`config.mk`:
```
export PLATFORM = sky130hd
export DESIGN_NAME = fsp_seq
export DESIGN_NICKNAME = d
export VERILOG_FILES = /design/src/fsp_pkg.sv /design/src/fsp_seq.sv /design/src/fsp_window.sv
export SDC_FILE = /design/constraint.sdc
export NUM_CORES = 1
export LEC_CHECK = 0
export ABC_AREA = 1
export BUFFER_PORTS_ARGS = -buffer_cell sky130_fd_sc_hd__buf_4
export CAP_MARGIN = 20
export CELL_PAD_IN_SITES_DETAIL_PLACEMENT = 0
export CELL_PAD_IN_SITES_GLOBAL_PLACEMENT = 2
export CORE_MARGIN = 3
export CORE_UTILIZATION = 24
export CTS_CLUSTER_DIAMETER = 200
export DETAILED_ROUTE_END_ITERATION = 7
export GPL_TIMING_DRIVEN = 0
export PLACE_DENSITY_LB_ADDON = 0.1
export SLEW_MARGIN = 10
export SYNTH_ARGS = -nofsm -noshare
export SYNTH_HDL_FRONTEND = slang
export SYNTH_SLANG_ARGS = --single-unit
```
`constraint.sdc`:
```
create_clock -name clk_sys_i -period 4.8 [get_ports clk_sys_i]
set_input_delay 1.44 -clock clk_sys_i [delete_from_list [all_inputs] [get_ports clk_sys_i]]
set_output_delay 1.44 -clock clk_sys_i [all_outputs]
set_load 0.03 [all_outputs]
```
`src/fsp_pkg.sv`:
```
// package: constants for the flash self-program sequencer
package fsp_pkg;
  // control register bit positions
  localparam int CTL_EN_POS    = 0;
  localparam int CTL_ERS_POS   = 1;
  localparam int CTL_WRT_POS   = 2;
  localparam int CTL_LCK_POS   = 3;
  localparam int CTL_RRE_POS   = 4;
  localparam int CTL_BUSY_POS  = 6;
  localparam int CTL_IE_POS    = 7;
  // command patterns in the low five bits
  localparam logic [4:0] CMD_LOAD  = 5'h01;
  localparam logic [4:0] CMD_ERASE = 5'h03;
  localparam logic [4:0] CMD_WRITE = 5'h05;
  localparam logic [4:0] CMD_LOCK  = 5'h09;
  localparam logic [4:0] CMD_RRE   = 5'h11;
  // enable windows in cycles
  localparam logic [2:0] STORE_WIN = 3'h4;
  localparam logic [2:0] LOAD_WIN  = 3'h3;
  // geometry: 64-word pages, 128 pages, last 32 pages are no-read-while-write
  localparam int WORD_BITS  = 6;
  localparam int PAGE_BITS  = 7;
  localparam int PAGE_WORDS = 64;
  localparam logic [6:0] NO_READ_WHILE_WRITE_SECTION_FIRST_PAGE = 7'h60;
  // flash operation time (ns) and cycle count at 250 MHz
  localparam int CLK_PERIOD_NS = 4;
  localparam int PROG_TIME_NS  = 3700000;
  localparam int PROG_CYCLES   = PROG_TIME_NS / CLK_PERIOD_NS;
  // read-back addresses
  localparam logic [15:0] Z_FUSE_LOW  = 16'h0000;
  localparam logic [15:0] Z_LOCK      = 16'h0001;
  localparam logic [15:0] Z_FUSE_EXT  = 16'h0002;
  localparam logic [15:0] Z_FUSE_HIGH = 16'h0003;
  // reset values
  localparam logic [7:0] CTL_RESET = 8'h00;
  localparam logic [5:0] LOCK_RESET = 6'h3F;
  typedef enum logic [1:0] {
    ST_IDLE = 2'b00,
    ST_ARM  = 2'b01,
    ST_PROG = 2'b10
  } fsp_state_t;
endpackage

```
`src/fsp_seq.sv`:
```
// module: flash self-programming sequencer, core side
// ==========================================================================
module fsp_seq #(
  parameter int PROG_CYCLES_P = fsp_pkg::PROG_CYCLES
) (
  // clock and reset
  input  wire logic        clk_sys_i,
  input  wire logic        arst_n_i,
  // control register write port
  input  wire logic        ctl_we_i,
  input  wire logic [7:0]  ctl_wdata_i,
  // store and load instructions
  input  wire logic        store_i,
  input  wire logic        load_i,
  input  wire logic [15:0] z_ptr_i,
  input  wire logic [15:0] r1r0_i,
  // eeprom interlock, fuses
  input  wire logic        eeprom_write_busy_i,
  input  wire logic        eeprom_write_start_i,
  input  wire logic [7:0]  fuse_low_byte_i,
  input  wire logic [7:0]  fuse_high_byte_i,
  input  wire logic [3:0]  fuse_extended_byte_i,
  // status and results
  output logic [7:0]       selfprog_control_status_o,
  output logic             readback_valid_o,
  output logic [7:0]       readback_data_o,
  output logic             cpu_halt_o,
  output logic             section_read_block_o,
  output logic             irq_o,
  output logic             flash_wr_o,
  output logic             flash_ers_o,
  output logic [6:0]       flash_page_o,
  output logic [5:0]       lock_bits_o
);
  // ==========================================================================
  // state
  typedef struct packed {
    fsp_pkg::fsp_state_t st;
    logic [4:0]  cmd;
    logic        irq_en;
    logic        busy;
    logic        halt;
    logic        wr;
    logic        ers;
    logic [6:0]  page;
    logic [22:0] cnt;
    logic [5:0]  lock;
    logic        rb_v;
    logic [7:0]  rb_d;
    logic        irq;
    logic        loading;
    logic [7:0]  stat;
  } fsp_regs_t;

  fsp_regs_t s_reg;
  fsp_regs_t s_next;

  logic [15:0] buf_mem [fsp_pkg::PAGE_WORDS];
  logic [fsp_pkg::PAGE_WORDS-1:0] buf_used_reg;
  logic [fsp_pkg::PAGE_WORDS-1:0] buf_used_next;
  logic [5:0]  widx;
  logic [6:0]  zpage;
  logic        cmd_ok;
  logic        win_start;
  logic        store_open;
  logic        load_open;
  logic        buf_wr;
  logic        buf_clr;
  logic        ee_busy_q1;
  logic        ee_busy;
  logic        ee_start_q1;
  logic        ee_start;

  assign widx  = z_ptr_i[fsp_pkg::WORD_BITS:1];
  assign zpage = z_ptr_i[fsp_pkg::WORD_BITS+fsp_pkg::PAGE_BITS:fsp_pkg::WORD_BITS+1];

  // ==========================================================================
  // eeprom status arrives from another block, synchronised
  always_ff @(posedge clk_sys_i or negedge arst_n_i) begin
    if (!arst_n_i) begin
      ee_busy_q1  <= 1'b0;
      ee_busy     <= 1'b0;
      ee_start_q1 <= 1'b0;
      ee_start    <= 1'b0;
    end else begin
      ee_busy_q1  <= eeprom_write_busy_i;
      ee_busy     <= ee_busy_q1;
      ee_start_q1 <= eeprom_write_start_i;
      ee_start    <= ee_start_q1;
    end
  end

  // ==========================================================================
  // command accept: only defined patterns, only when idle or armed (not programming) and eeprom quiet
  always_comb begin
    cmd_ok = 1'b0;
    case (ctl_wdata_i[4:0])
      fsp_pkg::CMD_LOAD, fsp_pkg::CMD_ERASE, fsp_pkg::CMD_WRITE,
      fsp_pkg::CMD_LOCK, fsp_pkg::CMD_RRE: cmd_ok = 1'b1;
      default: cmd_ok = 1'b0;
    endcase
  end
  assign win_start = ctl_we_i && cmd_ok && !ee_busy && s_reg.st != fsp_pkg::ST_PROG;

  fsp_window u_store_win (
    .clk_sys_i (clk_sys_i),
    .arst_n_i  (arst_n_i),
    .start_i   (win_start),
    .stop_i    (store_i && store_open),
    .len_i     (fsp_pkg::STORE_WIN),
    .open_o    (store_open)
  );

  fsp_window u_load_win (
    .clk_sys_i (clk_sys_i),
    .arst_n_i  (arst_n_i),
    .start_i   (win_start),
    .stop_i    (load_i && load_open),
    .len_i     (fsp_pkg::LOAD_WIN),
    .open_o    (load_open)
  );

  // ==========================================================================
  // sequencer
  always_comb begin
    s_next = s_reg;
    s_next.rb_v = 1'b0;
    buf_wr  = 1'b0;
    buf_clr = 1'b0;
    if (ctl_we_i) begin
      s_next.irq_en = ctl_wdata_i[fsp_pkg::CTL_IE_POS];
    end
    case (s_reg.st)
      fsp_pkg::ST_IDLE: begin
        if (win_start) begin
          s_next.cmd = ctl_wdata_i[4:0];
          s_next.st  = fsp_pkg::ST_ARM;
        end
      end
      fsp_pkg::ST_ARM: begin
        if (ee_busy) begin
          s_next.st = fsp_pkg::ST_IDLE;
        end else if (win_start) begin
          s_next.cmd = ctl_wdata_i[4:0];
        end else if (s_reg.cmd == fsp_pkg::CMD_LOCK && load_i && load_open) begin
          s_next.rb_v = 1'b1;
          s_next.st   = fsp_pkg::ST_IDLE;
          case (z_ptr_i)
            fsp_pkg::Z_LOCK:      s_next.rb_d = {2'b11, s_reg.lock};
            fsp_pkg::Z_FUSE_LOW:  s_next.rb_d = fuse_low_byte_i;
            fsp_pkg::Z_FUSE_HIGH: s_next.rb_d = fuse_high_byte_i;
            fsp_pkg::Z_FUSE_EXT:  s_next.rb_d = {4'hF, fuse_extended_byte_i};
            default:              s_next.rb_d = 8'hFF;
          endcase
        end else if (store_i && store_open) begin
          s_next.st = fsp_pkg::ST_IDLE;
          case (s_reg.cmd)
            fsp_pkg::CMD_LOAD: begin
              buf_wr = !buf_used_reg[widx];
              s_next.busy = 1'b0;
              s_next.loading = 1'b1;
            end
            fsp_pkg::CMD_LOCK: begin
              s_next.lock[5:2] = s_reg.lock[5:2] & r1r0_i[5:2];
            end
            fsp_pkg::CMD_RRE: begin
              s_next.busy = 1'b0;
              buf_clr = 1'b1;
              s_next.loading = 1'b0;
            end
            default: begin
              s_next.st   = fsp_pkg::ST_PROG;
              s_next.page = zpage;
              s_next.cnt  = 23'(PROG_CYCLES_P);
              s_next.wr   = s_reg.cmd == fsp_pkg::CMD_WRITE;
              s_next.ers  = s_reg.cmd == fsp_pkg::CMD_ERASE;
              s_next.halt = zpage >= fsp_pkg::NO_READ_WHILE_WRITE_SECTION_FIRST_PAGE;
              s_next.busy = zpage < fsp_pkg::NO_READ_WHILE_WRITE_SECTION_FIRST_PAGE;
            end
          endcase
        end else if (!store_open) begin
          s_next.st = fsp_pkg::ST_IDLE;
        end
      end
      fsp_pkg::ST_PROG: begin
        if (s_reg.cnt <= 23'h1) begin
          s_next.st   = fsp_pkg::ST_IDLE;
          s_next.halt = 1'b0;
          s_next.wr   = 1'b0;
          s_next.ers  = 1'b0;
          if (s_reg.wr) begin
            buf_clr = 1'b1;
            s_next.loading = 1'b0;
          end
        end else begin
          s_next.cnt = s_reg.cnt - 23'h1;
        end
      end
      default: s_next.st = fsp_pkg::ST_IDLE;
    endcase
    if (ee_start && s_reg.loading) begin
      buf_clr = 1'b1;
      s_next.loading = 1'b0;
    end
    s_next.irq = s_reg.irq_en && s_next.st != fsp_pkg::ST_ARM && s_next.st != fsp_pkg::ST_PROG;
    // status image is registered so the output comes straight from a flop
    s_next.stat = fsp_pkg::CTL_RESET;
    s_next.stat[fsp_pkg::CTL_IE_POS]   = s_next.irq_en;
    s_next.stat[fsp_pkg::CTL_BUSY_POS] = s_next.busy;
    if (s_next.st != fsp_pkg::ST_IDLE) begin
      s_next.stat[4:0] = s_next.cmd;
    end
  end

  always_comb begin
    buf_used_next = buf_used_reg;
    if (buf_clr) begin
      buf_used_next = '0;
    end else if (buf_wr) begin
      buf_used_next[widx] = 1'b1;
    end
  end

  // buffer words are invalidated by the used map; contents need no reset
  always_ff @(posedge clk_sys_i) begin
    if (buf_wr && !buf_clr) begin
      buf_mem[widx] <= r1r0_i;
    end
  end

  always_ff @(posedge clk_sys_i or negedge arst_n_i) begin
    if (!arst_n_i) begin
      s_reg        <= '0;
      s_reg.lock   <= fsp_pkg::LOCK_RESET;
      s_reg.rb_d   <= 8'hFF;
      buf_used_reg <= '0;
    end else begin
      s_reg        <= s_next;
      buf_used_reg <= buf_used_next;
    end
  end

  // ==========================================================================
  // outputs, all registered
  assign selfprog_control_status_o = s_reg.stat;
  assign readback_valid_o     = s_reg.rb_v;
  assign readback_data_o      = s_reg.rb_d;
  assign cpu_halt_o           = s_reg.halt;
  assign section_read_block_o = s_reg.busy;
  assign irq_o                = s_reg.irq;
  assign flash_wr_o           = s_reg.wr;
  assign flash_ers_o          = s_reg.ers;
  assign flash_page_o         = s_reg.page;
  assign lock_bits_o          = s_reg.lock;
endmodule

```
`src/fsp_window.sv`:
```
// module: countdown window for a timed enable
module fsp_window (
  // clock and reset
  input  wire logic       clk_sys_i,
  input  wire logic       arst_n_i,
  // control
  input  wire logic       start_i,
  input  wire logic       stop_i,
  input  wire logic [2:0] len_i,
  // status
  output logic            open_o
);
  logic [2:0] cnt_reg;
  logic [2:0] cnt_next;

  always_comb begin
    cnt_next = cnt_reg;
    if (start_i) begin
      cnt_next = len_i;
    end else if (stop_i) begin
      cnt_next = 3'h0;
    end else if (cnt_reg != 3'h0) begin
      cnt_next = cnt_reg - 3'h1;
    end
  end

  always_ff @(posedge clk_sys_i or negedge arst_n_i) begin
    if (!arst_n_i) begin
      cnt_reg <= 3'h0;
    end else begin
      cnt_reg <= cnt_next;
    end
  end

  assign open_o = (cnt_reg != 3'h0);
endmodule
```
==> reports/results.ini <==
[detailed_routing]
drt_iter0_markers = 155
routed-wl-met2_microns = 5620
highest_layer = met4
ant_nets = 0
route.vias.total = 3925
routed_wl_microns = 12800
dr_wl_met3_microns = 663
routed_via_density = 4.28
routedWlPerCell_microns = 13.9
dr.pass1.iters = 4
routedLengthMet1_microns = 6320
drc = 0

[layout]
area_growth_pct = 28.4
fillers = 1937
antenna_cells = 0
ff_latch_area_sq_um = 1740
drive_above_1_share_pct = 25.3
largest_reg_flops = 30
multi_input_area_sq_um = 2000
nNetsFinal = 761
postLayoutCoreUtil_pct = 31.5
mostFrequentLayoutCell = nand2_1
final_area_sq_um = 5480
final_cell_mix = nand2_1 (170), buf_4 (115), nor2_1 (94)

[clocking]
cts_tree = yes
cts_buffers = 9
cts-resized-gates = 0
htreeDepth = 3
cts.path.max_buffers = 2
path_clk_slew_ns = 0.06
cts_setup_buffers = 0
cts-root-buf = clkbuf_16
cts_hold_buf = 0
clock_latency_ns = 0.34
clock-sinks = 69

[floorplanning]
start_util_pct = 24.6
rows = 48
dieArea_sq_um = 19400
die_h_microns = 139
ioPinCount = 102
dieWidth_microns = 139
design.core.area_sq_um = 17400

[power]
switchingPower_mw = 0.377
seq_power_share_pct = 41.6
switching_share_pct = 25.5
finalPower_mw = 1.48
p_per_area_nw_per_um2 = 271
pwr-share-clk_pct = 45.8
vdd_ir_drop_max_v = 0.000142
p_int_mw = 1.10
leakagePower_nw = 2.81
p_comb_share_pct = 12.6

[yosys]
synth_compound_area_share_pct = 4.17
synthCells = 593
synthMuxAreaShare_pct = 0.264
synth_area_leaders = dfrtp_1 (33%), nand2_1 (15%), nor2_1 (8.3%), dfstp_2 (7.4%), nand3_1 (6.9%)
synth_seq_cells = 69
synth_top_area_share_pct = 33.4
syn_area_per_cell_sq_um = 7.19
yosys.area_share.simple_pct = 37.6
syn_area_sq_um = 4270
synthAdderAreaFrac_pct = 1.76
synth_xor_area_share_pct = 2.87
seq_area_frac_synth_pct = 40.8
yosys.area.top_type = dfrtp_1
synth_warnings = 0
ys_types = 35
synth_top_family_by_area = simple AND/OR/NAND/NOR gates

[timing]
drv_slew = 0
hold_violations = 0
skew_ns = 0.00582
final.setup.tns_ns = 0
rsz0062_at_grt = false
setup_ws_ns = 2.23
period_share_pct = 53.5
max_slew_margin_pct = 37.1
worst_pin_slew_ns = 0.944
max_freq_ghz = 0.390
fin_crit_ns = 2.57
finalSetupViolCount = 0

[setup_path]
critical_path_class = reg -> out
start_kind = flip-flop
crit_arrival_ns = 1.13
end_kind = output pin
cp_max_fo = 3
required_ns = 3.36

[place]
dpl_cell_area_sq_um = 5170
dp_hpwl_microns = 9830
dp_slack_ns = 1.90
gp_congestion = 0.812
io_buffers = 83

[global_routing]
grt_usage_pct = 13.3
antenna_found_initial = 0
grt_pass1_wl_microns = 20700
grt_pass1_vias = 3872
grt_remaining_overflow = 0
grt_max_degree = 70

[job]
cap_violations = 0

[hold_path]
hold_class = reg -> reg

[status]
status = finished clean

## cells in the mapped netlist
master,n
nand3_2,1
nand2_1,170
clkinv_1,1
nand4_1,13
inv_2,3
buf_2,6
a21oi_1,5
nand3b_1,2
conb_1,2
o221ai_1,1
a21oi_4,1
nor3_1,6
dfrtp_1,57
nor2_2,7
nand3_4,2
or2_2,1
nor2_1,94
dfstp_2,12
buf_4,32
o21ai_1,7
ha_1,6
nor2_4,3
nand2_2,5
xnor2_1,5
o21ai_0,17
inv_1,57
nor4_1,1
nand4_2,1
o211ai_1,1
clkbuf_1,1
buf_6,2
nand3_1,59
and2_1,2
mux2_2,1
xor2_1,9
## layout make-up
cell class,instances,share of cell area [%]
Multi-Input combinational cell,423,36.6
Sequential cell,69,31.8
Timing Repair Buffer,83,11.4
Buffer,41,5.42
Tap cell,225,5.14
Clock buffer,11,4.43
Inverter,61,4.18
Clock inverter,5,1.07
## worst max-delay path: stages (launching register included)
cell	delay, ns
dfstp_2	0.55
buf_4	0.10
buf_4	0.14
## power by group through the flow
stage | clock network [mW] | logic, mW | registers [mW]
5_1_grt | 0.731 | 0.215 | 0.619
4_1_cts | 0.705 | 0.189 | 0.617
3_5_place_dp | 0 | 0.188 | 0.627
3_3_place_gp | 0 | 0.181 | 0.626
6_report | 0.679 | 0.186 | 0.616
2_1_floorplan | 0 | 0.113 | 0.625
## path summary, 6_finish.rpt
| kind | slack, ns | cells past startpoint | from | endpoint |
|---|---|---|---|---|
| max | 2.23 | 2 | lock_bits_o[5]$_DFFE_PN1P_ | lock_bits_o[5] |
| min | 0.37 | 0 | ee_busy_q1$_DFF_PN0_ | ee_busy$_DFF_PN0_ |
| max reg2reg | 2.85 | 11 | u_store_win.cnt_reg[0]$_DFFE_PN0P_ | s_reg[47]$_DFFE_PN0P_ |
| min reg2reg | 0.37 | 0 | ee_busy_q1$_DFF_PN0_ | ee_busy$_DFF_PN0_ |
| max in group asynchronous | 2.95 | 1 | arst_n_i | flash_page_o[6]$_DFFE_PN0P_ |
| min in group asynchronous | 1.26 | 1 | arst_n_i | u_store_win.cnt_reg[1]$_DFFE_PN0P_ |
## logic make-up after synthesis
logic type / count (synthesis)
AND/OR/NAND/NOR: 367
buffers and inverters: 102
flip-flops: 69
AO/OA/AOI/OAI: 32
XOR/XNOR: 14
adder cells (fa/ha/maj): 6
other: 2
multiplexers: 1
## through the flow
step / cells / hold slack (ns)
3_3_place_gp: 902 / 0.358
2_1_floorplan: 594 / 0.331
4_1_cts: 918 / 0.371
5_1_grt: 918 / 0.372
3_5_place_dp: 902 / 0.357
6_report: 918 / 0.373
## metal layers
layer	global-route usage, %	vias up
met5	0	-
li1	-	2023
met4	3.86	0
met3	2.99	15
met1	18.6	1801
met2	20.8	86
Note: power is estimated with default switching activity, not from simulation.
